`src/sfps_pkg.sv`:
```
// Package for the switch FIFO partition and status block
package sfps_pkg;

    ////////////////////////////////////////////////////////////////////////////
    // Register word offsets on the internal register port
    localparam logic [7:0]  SFPS_OFS_PARTITION = 8'h3e;
    localparam logic [7:0]  SFPS_OFS_FRAMES    = 8'h3f;
    localparam logic [7:0]  SFPS_OFS_HALFWORDS = 8'h40;
    localparam logic [7:0]  SFPS_OFS_DROPS     = 8'h41;

    ////////////////////////////////////////////////////////////////////////////
    // Field layout, widths and reset values
    localparam int          SFPS_CODE_W        = 4;
    localparam int          SFPS_NUM_FIFOS     = 7;
    localparam int          SFPS_FIELDS_W      = SFPS_CODE_W * SFPS_NUM_FIFOS;
    localparam int          SFPS_FRAME_CNT_W   = 9;
    localparam int          SFPS_HALFWORD_W    = 14;
    localparam int          SFPS_DROP_CNT_W    = 32;
    localparam logic [31:0] SFPS_PARTITION_RST = 32'h02222222;
    localparam logic [3:0]  SFPS_CODE_MAX      = 4'h8;

    ////////////////////////////////////////////////////////////////////////////
    // Capacity arithmetic
    localparam int          SFPS_BYTES_W       = 15;
    localparam int          SFPS_TOTAL_W       = 18;
    localparam int          SFPS_SHIFT_2KB     = 11;
    localparam logic [17:0] SFPS_SHARED_BYTES  = 18'h07000;

    // Seven size codes, most significant field first
    typedef struct packed {
        logic [3:0] port1_to_port2_xmit_capacity;
        logic [3:0] port2_to_port1_xmit_capacity;
        logic [3:0] second_port_recv_high_capacity;
        logic [3:0] second_port_recv_low_capacity;
        logic [3:0] first_port_recv_high_capacity;
        logic [3:0] first_port_recv_low_capacity;
        logic [3:0] host_xmit_capacity;
    } sfps_sizes_t;

    // Event pulses from the queue datapath
    typedef struct packed {
        logic xmit_frame_in;
        logic xmit_frame_out;
        logic host_halfword_in;
        logic host_halfword_out;
        logic host_frame_dropped;
        logic switch_queue_clear;
    } sfps_events_t;

    // Register port request
    typedef struct packed {
        logic [7:0]  addr;
        logic        wr;
        logic        rd;
        logic [31:0] wdata;
    } sfps_reg_req_t;

    // Bytes held by one size code, zero for reserved codes
    function automatic logic [14:0] sfps_code_bytes(input logic [3:0] code);
        logic [14:0] bytes;
        bytes = '0;
        if (code <= SFPS_CODE_MAX) begin
            bytes = 15'({11'h000, code} << SFPS_SHIFT_2KB);
        end
        return bytes;
    endfunction

endpackage

```
`src/sfps_top.sv`:
```
// Partition register and queue status counters of the shared frame buffer
`timescale 1ns/1ps

module sfps_top
    import sfps_pkg::*;
(
    input  wire logic          clock,           // System clock, 250 MHz
    input  wire logic          rst_n,           // Asynchronous reset, active low
    input  wire sfps_reg_req_t reg_req,         // Register port request
    output logic        [31:0] reg_rdata,       // Read data, registered
    output logic               reg_rvalid,      // Read data valid pulse
    input  wire sfps_events_t  events,          // Datapath event pulses
    output sfps_sizes_t        sizes,           // Size codes to the buffer manager
    output logic        [17:0] total_bytes,     // Sum of configured capacities
    output logic               over_budget,     // Total exceeds shared memory
    output logic               reserved_code    // Some field holds a reserved code
);

    typedef struct packed {
        sfps_sizes_t sizes;
        logic [31:0] rdata;
        logic        rvalid;
    } sfps_state_t;

    sfps_state_t                     state;
    sfps_state_t                     next_state;
    logic [SFPS_FRAME_CNT_W-1:0]     frame_count;
    logic [SFPS_HALFWORD_W-1:0]      halfword_count;
    logic [SFPS_DROP_CNT_W-1:0]      drop_count;
    logic [SFPS_FIELDS_W-1:0]        fields;

    ////////////////////////////////////////////////////////////////////////////
    // Status counters
    sfps_counter #(.WIDTH(SFPS_FRAME_CNT_W)) u_frames (
        .clock (clock),
        .rst_n (rst_n),
        .clear (events.switch_queue_clear),
        .inc   (events.xmit_frame_in),
        .dec   (events.xmit_frame_out),
        .count (frame_count)
    );

    sfps_counter #(.WIDTH(SFPS_HALFWORD_W)) u_halfwords (
        .clock (clock),
        .rst_n (rst_n),
        .clear (events.switch_queue_clear),
        .inc   (events.host_halfword_in),
        .dec   (events.host_halfword_out),
        .count (halfword_count)
    );

    // Drop counter is not cleared by the queue clear, only by reset
    sfps_counter #(.WIDTH(SFPS_DROP_CNT_W)) u_drops (
        .clock (clock),
        .rst_n (rst_n),
        .clear (1'b0),
        .inc   (events.host_frame_dropped),
        .dec   (1'b0),
        .count (drop_count)
    );

    ////////////////////////////////////////////////////////////////////////////
    // Register writes and registered read data
    always_comb begin
        next_state        = state;
        next_state.rvalid = reg_req.rd;
        if (reg_req.wr && reg_req.addr == SFPS_OFS_PARTITION) begin
            // Top nibble is dropped on write
            next_state.sizes = sfps_sizes_t'(reg_req.wdata[SFPS_FIELDS_W-1:0]);
        end
        if (reg_req.rd) begin
            if (reg_req.addr == SFPS_OFS_PARTITION) begin
                next_state.rdata = {4'h0, state.sizes};
            end else if (reg_req.addr == SFPS_OFS_FRAMES) begin
                next_state.rdata = {23'h000000, frame_count};
            end else if (reg_req.addr == SFPS_OFS_HALFWORDS) begin
                next_state.rdata = {18'h00000, halfword_count};
            end else if (reg_req.addr == SFPS_OFS_DROPS) begin
                next_state.rdata = drop_count;
            end else begin
                next_state.rdata = 32'h00000000;
            end
        end
    end

    // State register
    always_ff @(posedge clock or negedge rst_n) begin
        if (!rst_n) begin
            state.sizes  <= sfps_sizes_t'(SFPS_PARTITION_RST[SFPS_FIELDS_W-1:0]);
            state.rdata  <= 32'h00000000;
            state.rvalid <= 1'b0;
        end else begin
            state <= next_state;
        end
    end

    ////////////////////////////////////////////////////////////////////////////
    // Capacity sum and code checks over the seven fields
    assign fields = state.sizes;

    always_comb begin
        total_bytes   = '0;
        reserved_code = 1'b0;
        for (int i = 0; i < SFPS_NUM_FIFOS; i++) begin
            total_bytes = total_bytes
                        + 18'(sfps_code_bytes(fields[i*SFPS_CODE_W +: SFPS_CODE_W]));
            if (fields[i*SFPS_CODE_W +: SFPS_CODE_W] > SFPS_CODE_MAX) begin
                reserved_code = 1'b1;
            end
        end
    end

    // Flags a budget the software should have avoided
    assign over_budget = total_bytes > SFPS_SHARED_BYTES;

    assign sizes      = state.sizes;
    assign reg_rdata  = state.rdata;
    assign reg_rvalid = state.rvalid;

endmodule

```
`src/sfps_counter.sv`:
```
// Up/down occupancy counter with synchronous clear
`timescale 1ns/1ps

module sfps_counter
    import sfps_pkg::*;
#(
    parameter int WIDTH = 9
) (
    input  wire logic             clock,   // System clock
    input  wire logic             rst_n,   // Asynchronous reset, active low
    input  wire logic             clear,   // Synchronous clear to zero
    input  wire logic             inc,     // Count up pulse
    input  wire logic             dec,     // Count down pulse
    output logic      [WIDTH-1:0] count    // Current count
);

    typedef struct packed {
        logic [WIDTH-1:0] value;
    } sfps_cnt_state_t;

    sfps_cnt_state_t state;
    sfps_cnt_state_t next_state;

    ////////////////////////////////////////////////////////////////////////////
    // Next count: clear wins, simultaneous up and down hold
    always_comb begin
        next_state = state;
        if (clear) begin
            next_state.value = '0;
        end else if (inc && !dec) begin
            next_state.value = state.value + WIDTH'(1);
        end else if (dec && !inc) begin
            next_state.value = state.value - WIDTH'(1);
        end
    end

    // State register
    always_ff @(posedge clock or negedge rst_n) begin
        if (!rst_n) begin
            state <= '0;
        end else begin
            state <= next_state;
        end
    end

    assign count = state.value;

endmodule

```
`config.mk`:
```
export PLATFORM = sky130hd
export DESIGN_NAME = sfps_top
export DESIGN_NICKNAME = d
export VERILOG_FILES = /design/src/sfps_pkg.sv /design/src/sfps_top.sv /design/src/sfps_counter.sv
export SDC_FILE = /design/constraint.sdc
export NUM_CORES = 1
export LEC_CHECK = 0
export BUFFER_PORTS_ARGS = -buffer_cell sky130_fd_sc_hd__clkbuf_2
export CORE_ASPECT_RATIO = 1.25
export CORE_MARGIN = 2
export CORE_UTILIZATION = 50
export DETAILED_ROUTE_END_ITERATION = 12
export PLACE_DENSITY = 0.84
export SLEW_MARGIN = 15
export SYNTH_ARGS = -nofsm -noshare
export SYNTH_HDL_FRONTEND = slang
export SYNTH_SLANG_ARGS = --single-unit
```
`constraint.sdc`:
```
create_clock -name clock -period 10.15 [get_ports clock]
set_clock_uncertainty 0.05 [all_clocks]
set_input_delay 1.5225 -clock clock [delete_from_list [all_inputs] [get_ports clock]]
set_output_delay 1.5225 -clock clock [all_outputs]
set_load 0.005 [all_outputs]
```
==> impl_metrics.yaml, run 1 <==
run_status:
  status: "completed"
drt:
  num_vias: 5540
  ant_nets: 0
  routed_wl_um: 17200
  first_pass_iters: 5
  routedWlPerCell_um: 18.0
  via_per_inst: 5.78
  drt-initial-drc-count: 383
  drc: 0
logic_synthesis:
  synthCells: 661
  async_flop_share_pct: 100
  netlist_area_um2: 6850
  ys_types: 55
  synth-main-ff-cell: "dfrtp_1"
  yosysSeqAreaShare_pct: 42.5
  synth_seq_cells: 116
  syn_avg_cell_area_um2: 10.4
  yosysWarnings: 0
  synth_edf_count: 0
finish:
  layout_commonest_cell: "clkbuf_2"
  insertedDiodeCount: 0
  stdcell_count: 958
  nets: 873
  utilization_pct: 60.9
  area_growth_pct: 18.5
  mostFrequentLayoutCells: "114 x clkbuf_2, 109 x dfrtp_1, 44 x nand2_1"
  drive_above_1_share_pct: 21.9
  post-route-cell-area_um2: 8130
sta:
  timing.fmax_mhz: 149
  relSlewSlack_pct: 36.6
  period_share_pct: 66.1
  worst_slack_ns: 3.44
  worst_slew_pin_slew_ns: 0.950
  rsz0062_at_grt: "no"
  hold_viol: 0
  min_period_ns: 6.71
  slew_viol_final: 0
  finalSetupViolCount: 0
  tns_ns: 0
placement:
  gp_congestion: 0.886
  port-buffer-count: 115
  dp_hpwl_um: 12100
  place_ws_ns: 3.93
  place_inst: 926
  placed_area_um2: 7520
pwr:
  power_density_nw_per_um2: 199
  peakVddDrop_v: 0.000141
  power.leakage_nw: 4.03
critical_path:
  timing.rr.start: "u_halfwords.count[1]"
  critPathKind: "flop to output port"
  setup.worst_path.start: "sizes[15]"
  start_kind: "flop"
  critPathArrivalTime_ns: 5.14
  endpoint_kind: "output port"
  critical_path.max_fanout: 5
  cp.required_ns: 8.58
global_routing:
  grt_pass1_wl_um: 27100
  grt.overflow.total: 0
  grt_pass1_vias: 5375
  antenna_found_initial: 0
  grt_use_total_pct: 24.1
  grt_max_degree: 74
clock_tree:
  cts_setup_buffers: 0
  cts_buffers: 17
  root_buffer: "clkbuf_16"
  clkTransAtPathRegs_ns: 0.05
  clock-sinks: 116
  cts_tree: "done"
  h-tree-depth: 4
  clk_latency_ns: 0.42
  cts_max_path_buffers: 2
  postCtsResizedCells: 0
  ctsHoldBuffers: 0
worst_hold_path:
  worstHoldStart: "reg_rdata[5]"
  hp-class: "flop to flop"
floorplanning:
  die_area_um2: 14700
  initial_core_util_pct: 51.3
  core_um2: 13300
  std_cell_rows: 47
  die_w_um: 109
  ios: 131
  die_h_um: 135
job:
  max_cap_viol_count: 0
[worst max-delay path, stage by stage (launching register included)]
cell and delay (ns):
dfrtp_1 0.51, inv_1 0.14, nor4_1 0.42, fa_1 0.55, fa_1 0.48, fa_1 0.54, inv_1 0.06, fa_1 0.54
inv_1 0.05, ha_1 0.33, a21oi_1 0.21, nor2b_1 0.07, o21ai_0 0.14, nand2b_1 0.09, or4b_1 0.47, clkbuf_2 0.13
[cell usage after synthesis (3+ instances only)]
cell / number / share of area, %
a21o_1: 10 / 1.1
a21oi_1: 33 / 2.4
a22o_1: 9 / 1.2
a22oi_1: 19 / 2.1
a31oi_1: 8 / 0.73
and2_1: 5 / 0.46
and3_1: 5 / 0.46
buf_2: 7 / 0.51
buf_4: 12 / 1.3
clkbuf_1: 13 / 0.71
dfrtp_1: 109 / 40
dfstp_2: 7 / 2.7
fa_1: 20 / 5.8
ha_1: 29 / 5.3
inv_1: 42 / 2.3
mux2_1: 20 / 3.3
mux2_2: 9 / 1.5
mux2i_1: 18 / 2.6
nand2_1: 44 / 2.4
nand2b_1: 12 / 1.1
nand3_1: 18 / 1.3
nand4_1: 15 / 1.4
nor2_1: 42 / 2.3
nor2b_1: 16 / 1.5
nor3_1: 11 / 0.80
nor4b_1: 6 / 0.77
o21a_1: 14 / 1.5
o21ai_0: 12 / 0.88
o221ai_1: 9 / 1.2
o31ai_1: 3 / 0.33
or4_1: 4 / 0.44
xnor2_1: 34 / 4.3
xor2_1: 15 / 1.9
[stage by stage]
step	power (W)	hold slack [ns]
floorplan	0.000882	0.395
global placement	0.000981	0.412
detailed placement	0.00100	0.419
CTS	0.00162	0.433
global route	0.00170	0.445
finish	0.00162	0.428
[where the power goes]
| part | internal [W] | total, W | leakage [nW] | switching (W) |
|---|---|---|---|---|
| registers | 0.000519 | 0.000584 | 1.51 | 0.0000654 |
| logic | 0.000196 | 0.000416 | 2.23 | 0.000219 |
| clock network | 0.000398 | 0.000620 | 0.288 | 0.000222 |
[layer usage]
metal	up-vias	GRT usage, %	wire, um
li1	2563	-	-
met1	2723	30.0	7130
met2	220	41.3	8730
met3	34	5.16	1010
met4	0	8.26	374
met5	-	0	0
[cells by family after synthesis]
logic type                 share of synthesized area (%)
adders and majority gates                           11.1
muxes                                               7.39
DFF                                                 42.5
xor gates and xnor gates                            6.26
buffers and inverters                               5.29
other                                             0.0547
AOI/OAI and AO/OA                                   13.1
and+or+nand+nor                                     14.3
[state kept, by name, indices dropped and copies added, names as in the netlist]
| name | count |
|---|---|
| u_drops.count | 32 |
| reg_rdata | 32 |
| reg_rvalid | 1 |
| u_frames.count | 9 |
| sizes | 28 |
| u_halfwords.count | 14 |
[path summary, 6_finish.rpt]
kind / cells past startpoint / slack, ns / to
max: 15 / 3.44 / over_budget
min: 1 / 0.43 / reg_rdata[5]
max reg2reg: 8 / 7.74 / u_halfwords.count[12]
min reg2reg: 1 / 0.43 / reg_rdata[5]
max in group asynchronous: 2 / 7.66 / reg_rdata[8]
min in group asynchronous: 1 / 1.05 / reg_rdata[28]
[area by class of cell]
| type | count | area (um2) |
|---|---|---|
| inverters | 42 | 158 |
| fillers | 1050 | 5220 |
| clock buffers | 20 | 457 |
| repair buffers | 120 | 616 |
| flip-flops and latches | 116 | 2910 |
| well taps | 171 | 214 |
| multi-input cells | 477 | 3620 |
| clock inverters | 12 | 153 |
No activity file was read; power rests on OpenSTA's default activity.
==> run 2, diff against run 1 <==
--- a/config.mk
+++ b/config.mk
@@ -10,7 +10,7 @@
 export CORE_MARGIN = 2
 export CORE_UTILIZATION = 50
 export DETAILED_ROUTE_END_ITERATION = 12
-export PLACE_DENSITY = 0.84
+export PLACE_DENSITY = 0.87
 export SLEW_MARGIN = 15
 export SYNTH_ARGS = -nofsm -noshare
 export SYNTH_HDL_FRONTEND = slang
==> constraint.sdc (replaced) <==
create_clock -name clock -period 5.45 [get_ports clock]
set_clock_uncertainty 0.05 [all_clocks]
set_input_delay 0.8175 -clock clock [delete_from_list [all_inputs] [get_ports clock]]
set_output_delay 0.8175 -clock clock [all_outputs]
set_load 0.005 [all_outputs]
==> run 2 against run 1 <==
Effect of this change: the flow now finishes with violations (negative setup slack); global-route usage grew 2.5 points; routed wire length grew 9.7%; clock power grew 110%; critical path depth shrank 1; power grew 99%; combinational power grew 100%; register-to-register slack lost 4.7 ns; via count grew 4.9%; clock-buffer cell count is the same; largest cell class unchanged; largest power group unchanged.
==> impl_metrics.yaml, run 2 (same netlist as run 1, synthesis figures left out) <==
sta:
  worst_slew_pin_slew_ns: 1.01
  holdWs_ns: 0.425
  period_share_pct: 102
  finalSetupViolCount: 1
  rsz0062_at_grt: "yes"
  min_period_ns: 5.56
  timing.fmax_mhz: 180
  slew_viol_final: 0
  worst_slack_ns: -0.115
  relSlewSlack_pct: 32.8
  tns_ns: -0.115
  hold_viol: 0
clock_tree:
  clkTransAtPathRegs_ns: 0.06
  cts_buffers: 17
  h-tree-depth: 4
  root_buffer: "clkbuf_16"
  clk_latency_ns: 0.42
  cts_tree: "done"
  clock-sinks: 116
  cts_max_path_buffers: 2
critical_path:
  ff2ff_setup_slack_ns: 3.08
  cp.required_ns: 4.58
  critPathArrivalTime_ns: 4.70
  endpoint_kind: "output port"
  start_kind: "flop"
  critPathKind: "flop to output port"
  critical_path.max_fanout: 3
worst_hold_path:
  hp-class: "flop to flop"
placement:
  placed_area_um2: 7670
  dp_hpwl_um: 12800
  place_ws_ns: 0.0196
  port-buffer-count: 115
  gp_congestion: 0.882
floorplanning:
  ios: 131
  die_h_um: 135
  die_area_um2: 14700
  std_cell_rows: 47
  initial_core_util_pct: 51.3
  die_w_um: 109
  core_um2: 13300
drt:
  met1_length_um: 7530
  routed_wl_um: 18900
  drc: 0
  routedWlPerCell_um: 19.0
  drt-initial-drc-count: 407
  highest_layer: "met4"
  via_per_inst: 5.85
  ant_nets: 0
  wl_met2_um: 9740
  wl_met3_um: 1020
  first_pass_iters: 5
  num_vias: 5812
finish:
  post-route-cell-area_um2: 8590
  area_growth_pct: 25.3
  layout_commonest_cell: "clkbuf_2"
  insertedDiodeCount: 0
  nets: 909
  mostFrequentLayoutCells: "112 x clkbuf_2, 107 x dfrtp_1, 43 x nand2_1"
  drive_above_1_share_pct: 28.6
pwr:
  power.leakage_nw: 4.26
  peakVddDrop_v: 0.000258
  power_density_nw_per_um2: 376
global_routing:
  antenna_found_initial: 0
  grt_pass1_vias: 5903
  grt_use_total_pct: 26.6
  grt_max_degree: 79
  grt.overflow.total: 0
  grt_pass1_wl_um: 29800
job:
  max_cap_viol_count: 0
run_status:
  status: "finished, violations left"
  violations: "negative setup slack"
-- run 2: final timing paths --
| kind | from | endpoint | cells after the start |
|---|---|---|---|
| max | sizes[16] | over_budget | 14 |
| min | u_drops.count[31] | u_drops.count[31] | 1 |
| max reg2reg | u_halfwords.count[0] | u_halfwords.count[12] | 8 |
| min reg2reg | u_drops.count[31] | u_drops.count[31] | 1 |
| max in group asynchronous | rst_n | sizes[3] | 2 |
| min in group asynchronous | rst_n | reg_rdata[24] | 1 |
-- run 2: repair_timing --
item,in CTS,in global routing
cloned,0,0
hold buffers,0,0
setup buffers,7,11
endpoints found under the hold margin,0,0
endpoints found under the setup margin,1,2
gates resized for setup,14,20
pin swaps,14,18
-- run 2: cell type report --
cell class | count | area, um2
Fill cell | 959 | 4760
Tap cell | 171 | 214
Clock buffer | 20 | 467
Clock inverter | 12 | 225
Inverter | 42 | 158
Timing Repair Buffer | 156 | 903
Multi-Input combinational cell | 477 | 3710
Sequential cell | 116 | 2910
-- run 2: metrics by stage --
stage | total power, W | std cells | util, %
5_1_grt | 0.00337 | 994 | 64.3
2_1_floorplan | 0.00164 | 671 | -
3_3_place_gp | 0.00183 | 946 | 57.4
4_1_cts | 0.00320 | 985 | 63.4
3_5_place_dp | 0.00187 | 946 | 57.4
6_report | 0.00323 | 994 | 64.3
-- run 2: layer usage --
layer / GRT usage, % / vias up
li1: - / 2618
met1: 31.8 / 2916
met2: 45.7 / 227
met3: 5.50 / 51
met4: 12.0 / 0
met5: 0 / -
-- run 2: power by group --
| group | switching (W) | leakage, nW | total, W | internal [W] |
|---|---|---|---|---|
| clock | 0.000415 | 0.328 | 0.00131 | 0.000894 |
| combinational | 0.000445 | 2.42 | 0.000837 | 0.000393 |
| sequential | 0.000113 | 1.51 | 0.00108 | 0.000966 |
-- run 2: worst max-delay path, cell delays in order (launching register included) --
cell	delay, ns
dfrtp_1	0.38
or3_4	0.40
nor2_4	0.14
fa_1	0.44
fa_1	0.46
fa_1	0.52
inv_2	0.05
fa_1	0.51
inv_2	0.05
ha_4	0.23
a21o_1	0.16
a21oi_2	0.15
xnor2_1	0.11
or4b_1	0.51
buf_2	0.14
==> run 3, diff against run 2 <==
--- a/config.mk
+++ b/config.mk
@@ -6,7 +6,7 @@
 export NUM_CORES = 1
 export LEC_CHECK = 0
 export BUFFER_PORTS_ARGS = -buffer_cell sky130_fd_sc_hd__clkbuf_2
-export CORE_ASPECT_RATIO = 1.25
+export CORE_ASPECT_RATIO = 1.4
 export CORE_MARGIN = 2
 export CORE_UTILIZATION = 50
 export DETAILED_ROUTE_END_ITERATION = 12
==> constraint.sdc (replaced) <==
create_clock -name clock -period 5.45 [get_ports clock]
set_clock_uncertainty 0.05 [all_clocks]
set_input_delay 0.8175 -clock clock [delete_from_list [all_inputs] [get_ports clock]]
set_output_delay 0.8175 -clock clock [all_outputs]
set_load 0.01 [all_outputs]
==> run 3 against run 2 <==
Effect of this change: critical path type unchanged; final cell count is 1.7% higher; critical endpoint unchanged; sequential share of layout area up 0.069 points; maximum frequency down 0.50%; largest power group unchanged; via count rose by 5.6%; routed wire length rose by 14%; the run still ends with negative setup slack left.
==> impl_metrics.yaml, run 3 (same netlist as run 1, synthesis figures left out) <==
sta:
  tns_ns: -0.143
  timing.fmax_mhz: 179
  worst_slew_pin_slew_ns: 0.978
  min_period_ns: 5.59
  hold_viol: 0
  rsz0062_at_grt: "yes"
  relSlewSlack_pct: 34.8
  slew_viol_final: 0
  finalSetupViolCount: 1
  period_share_pct: 103
  worst_slack_ns: -0.143
worst_hold_path:
  holdPathStages: 1
  worstHoldStart: "u_drops.count[31]"
  hold_end: "u_drops.count[31]"
  hp-class: "flop to flop"
critical_path:
  crit_chain: "buf_4, nor3_4, nand2_2, fa_1, inv_1, fa_1, fa_1, inv_1, fa_1, inv_2, ha_4, a21o_1, a21oi_2, xnor2_1, or4b_1, buf_2"
  cp_slowest_cell: "fa_1"
  critPathArrivalTime_ns: 4.73
  critPathBufInv: 5
  critical_path.max_fanout: 3
  cp.required_ns: 4.58
  ff2ff_setup_slack_ns: 3.03
  critPathKind: "flop to output port"
  worstRegToRegCells: 8
  timing.rr.end: "u_halfwords.count[12]"
  crit_path_frequent_cell: "fa_1"
  critPathMaxStageDelay_ns: 0.55
  endpoint_kind: "output port"
  timing.rr.start: "u_halfwords.count[0]"
  start_kind: "flop"
  crit_family: "adder cells"
floorplanning:
  initial_core_util_pct: 51.2
  std_cell_rows: 50
  die_h_um: 143
  ios: 131
  die_w_um: 103
  die_area_um2: 14700
  core_um2: 13400
drt:
  wl_met2_um: 10600
  ant_nets: 0
  drc: 0
  drt-initial-drc-count: 522
  routedWlPerCell_um: 21.4
  highest_layer: "met4"
  routed_wl_um: 21700
  met1_length_um: 7540
  num_vias: 6140
  first_pass_iters: 8
  via_per_inst: 6.07
  wl_met3_um: 1920
pwr:
  p_comb_share_pct: 28.2
  power_density_nw_per_um2: 367
  peakVddDrop_v: 0.000212
  switchingPower_w: 0.00105
  p_sw_share_pct: 33.3
  p_clk_share_pct: 37.1
  pwr-share-seq_pct: 34.7
  p_int_w: 0.00210
  power.leakage_nw: 4.25
finish:
  stdcell_count: 1011
  seqCellArea_um2: 2920
  layout_commonest_cell: "clkbuf_2"
  insertedDiodeCount: 0
  mostFrequentLayoutCells: "113 x clkbuf_2, 106 x dfrtp_1, 43 x nand2_1, 43 x buf_4, 41 x nor2_1"
  num-fill-cells: 945
  nets: 915
  area_growth_pct: 25.1
  multi_input_area_um2: 3720
  drive_above_1_share_pct: 28.7
placement:
  dp_hpwl_um: 12800
  place_inst: 956
  port-buffer-count: 115
  gp_congestion: 0.881
run_status:
  status: "finished, violations left"
  violations: "negative setup slack"
global_routing:
  grt_max_degree: 69
  grt_pass1_vias: 6044
  antenna_found_initial: 0
  grt.overflow.total: 0
  grt_pass1_wl_um: 31800
  grt_use_total_pct: 28.5
clock_tree:
  cts_tree: "done"
  cts_max_path_buffers: 2
  clk_latency_ns: 0.43
  h-tree-depth: 4
  clock-sinks: 116
  clkTransAtPathRegs_ns: 0.05
  root_buffer: "clkbuf_16"
  ctsHoldBuffers: 0
  cts_buffers: 17
job:
  max_cap_viol_count: 0
-- run 3: worst max path at each step --
stage,startpoint,end,slack (ns),depth (start not counted)
floorplan,sizes[12],over_budget,0.25,13
global placement,sizes[26],over_budget,0.14,16
detailed placement,sizes[26],over_budget,0.02,16
CTS,sizes[17],over_budget,-0.01,15
global route,sizes[6],over_budget,-0.27,16
finish,sizes[6],over_budget,-0.14,16
-- run 3: timing repair --
| action | in CTS | in global routing |
|---|---|---|
| setup endpoints to repair | 3 | 1 |
| setup buffers | 13 | 10 |
| pin swaps | 22 | 9 |
| resized for setup | 24 | 12 |
| cloned | 0 | 0 |
-- run 3: per-layer routing --
layer	vias up	track usage, %
li1	2626	-
met3	123	6.93
met5	-	0
met2	420	47.0
met1	2971	32.1
met4	0	19.0
-- run 3: worst register-to-register path: stages (launching register included) --
cell and delay [ns]:
dfrtp_1 0.41, inv_1 0.09, fa_1 0.47, nand2b_1 0.19, a21oi_1 0.15, a211oi_1 0.10, o21ba_2 0.26, or4b_1 0.51
nand3_1 0.10
-- run 3: power groups by stage --
stage / clock network [W] / registers [W] / logic, W
2_1_floorplan: 0 / 0.00107 / 0.000592
3_3_place_gp: 0 / 0.00108 / 0.000775
3_5_place_dp: 0 / 0.00109 / 0.000806
4_1_cts: 0.00114 / 0.00108 / 0.000846
5_1_grt: 0.00120 / 0.00110 / 0.000975
6_report: 0.00117 / 0.00109 / 0.000889
-- run 3: cell type report --
class	instances	share of cell area, %
sequential	116	34.0
clock buffer	20	5.21
clock inverter	12	1.81
multi-input combinational	477	43.4
tap	182	2.66
timing repair buffer	162	11.1
inverter	42	1.84
-- run 3: through the flow --
stage	total power (W)	util [%]	hold WS [ns]	worst slack, ns	cell area, um2
2_1_floorplan	0.00166	-	0.395	0.255	6890
3_3_place_gp	0.00186	57.3	0.412	0.136	7670
3_5_place_dp	0.00189	57.3	0.418	0.0199	7670
4_1_cts	0.00307	63.2	0.427	-0.0139	8460
5_1_grt	0.00327	64.0	0.452	-0.273	8570
6_report	0.00315	64.0	0.426	-0.143	8570
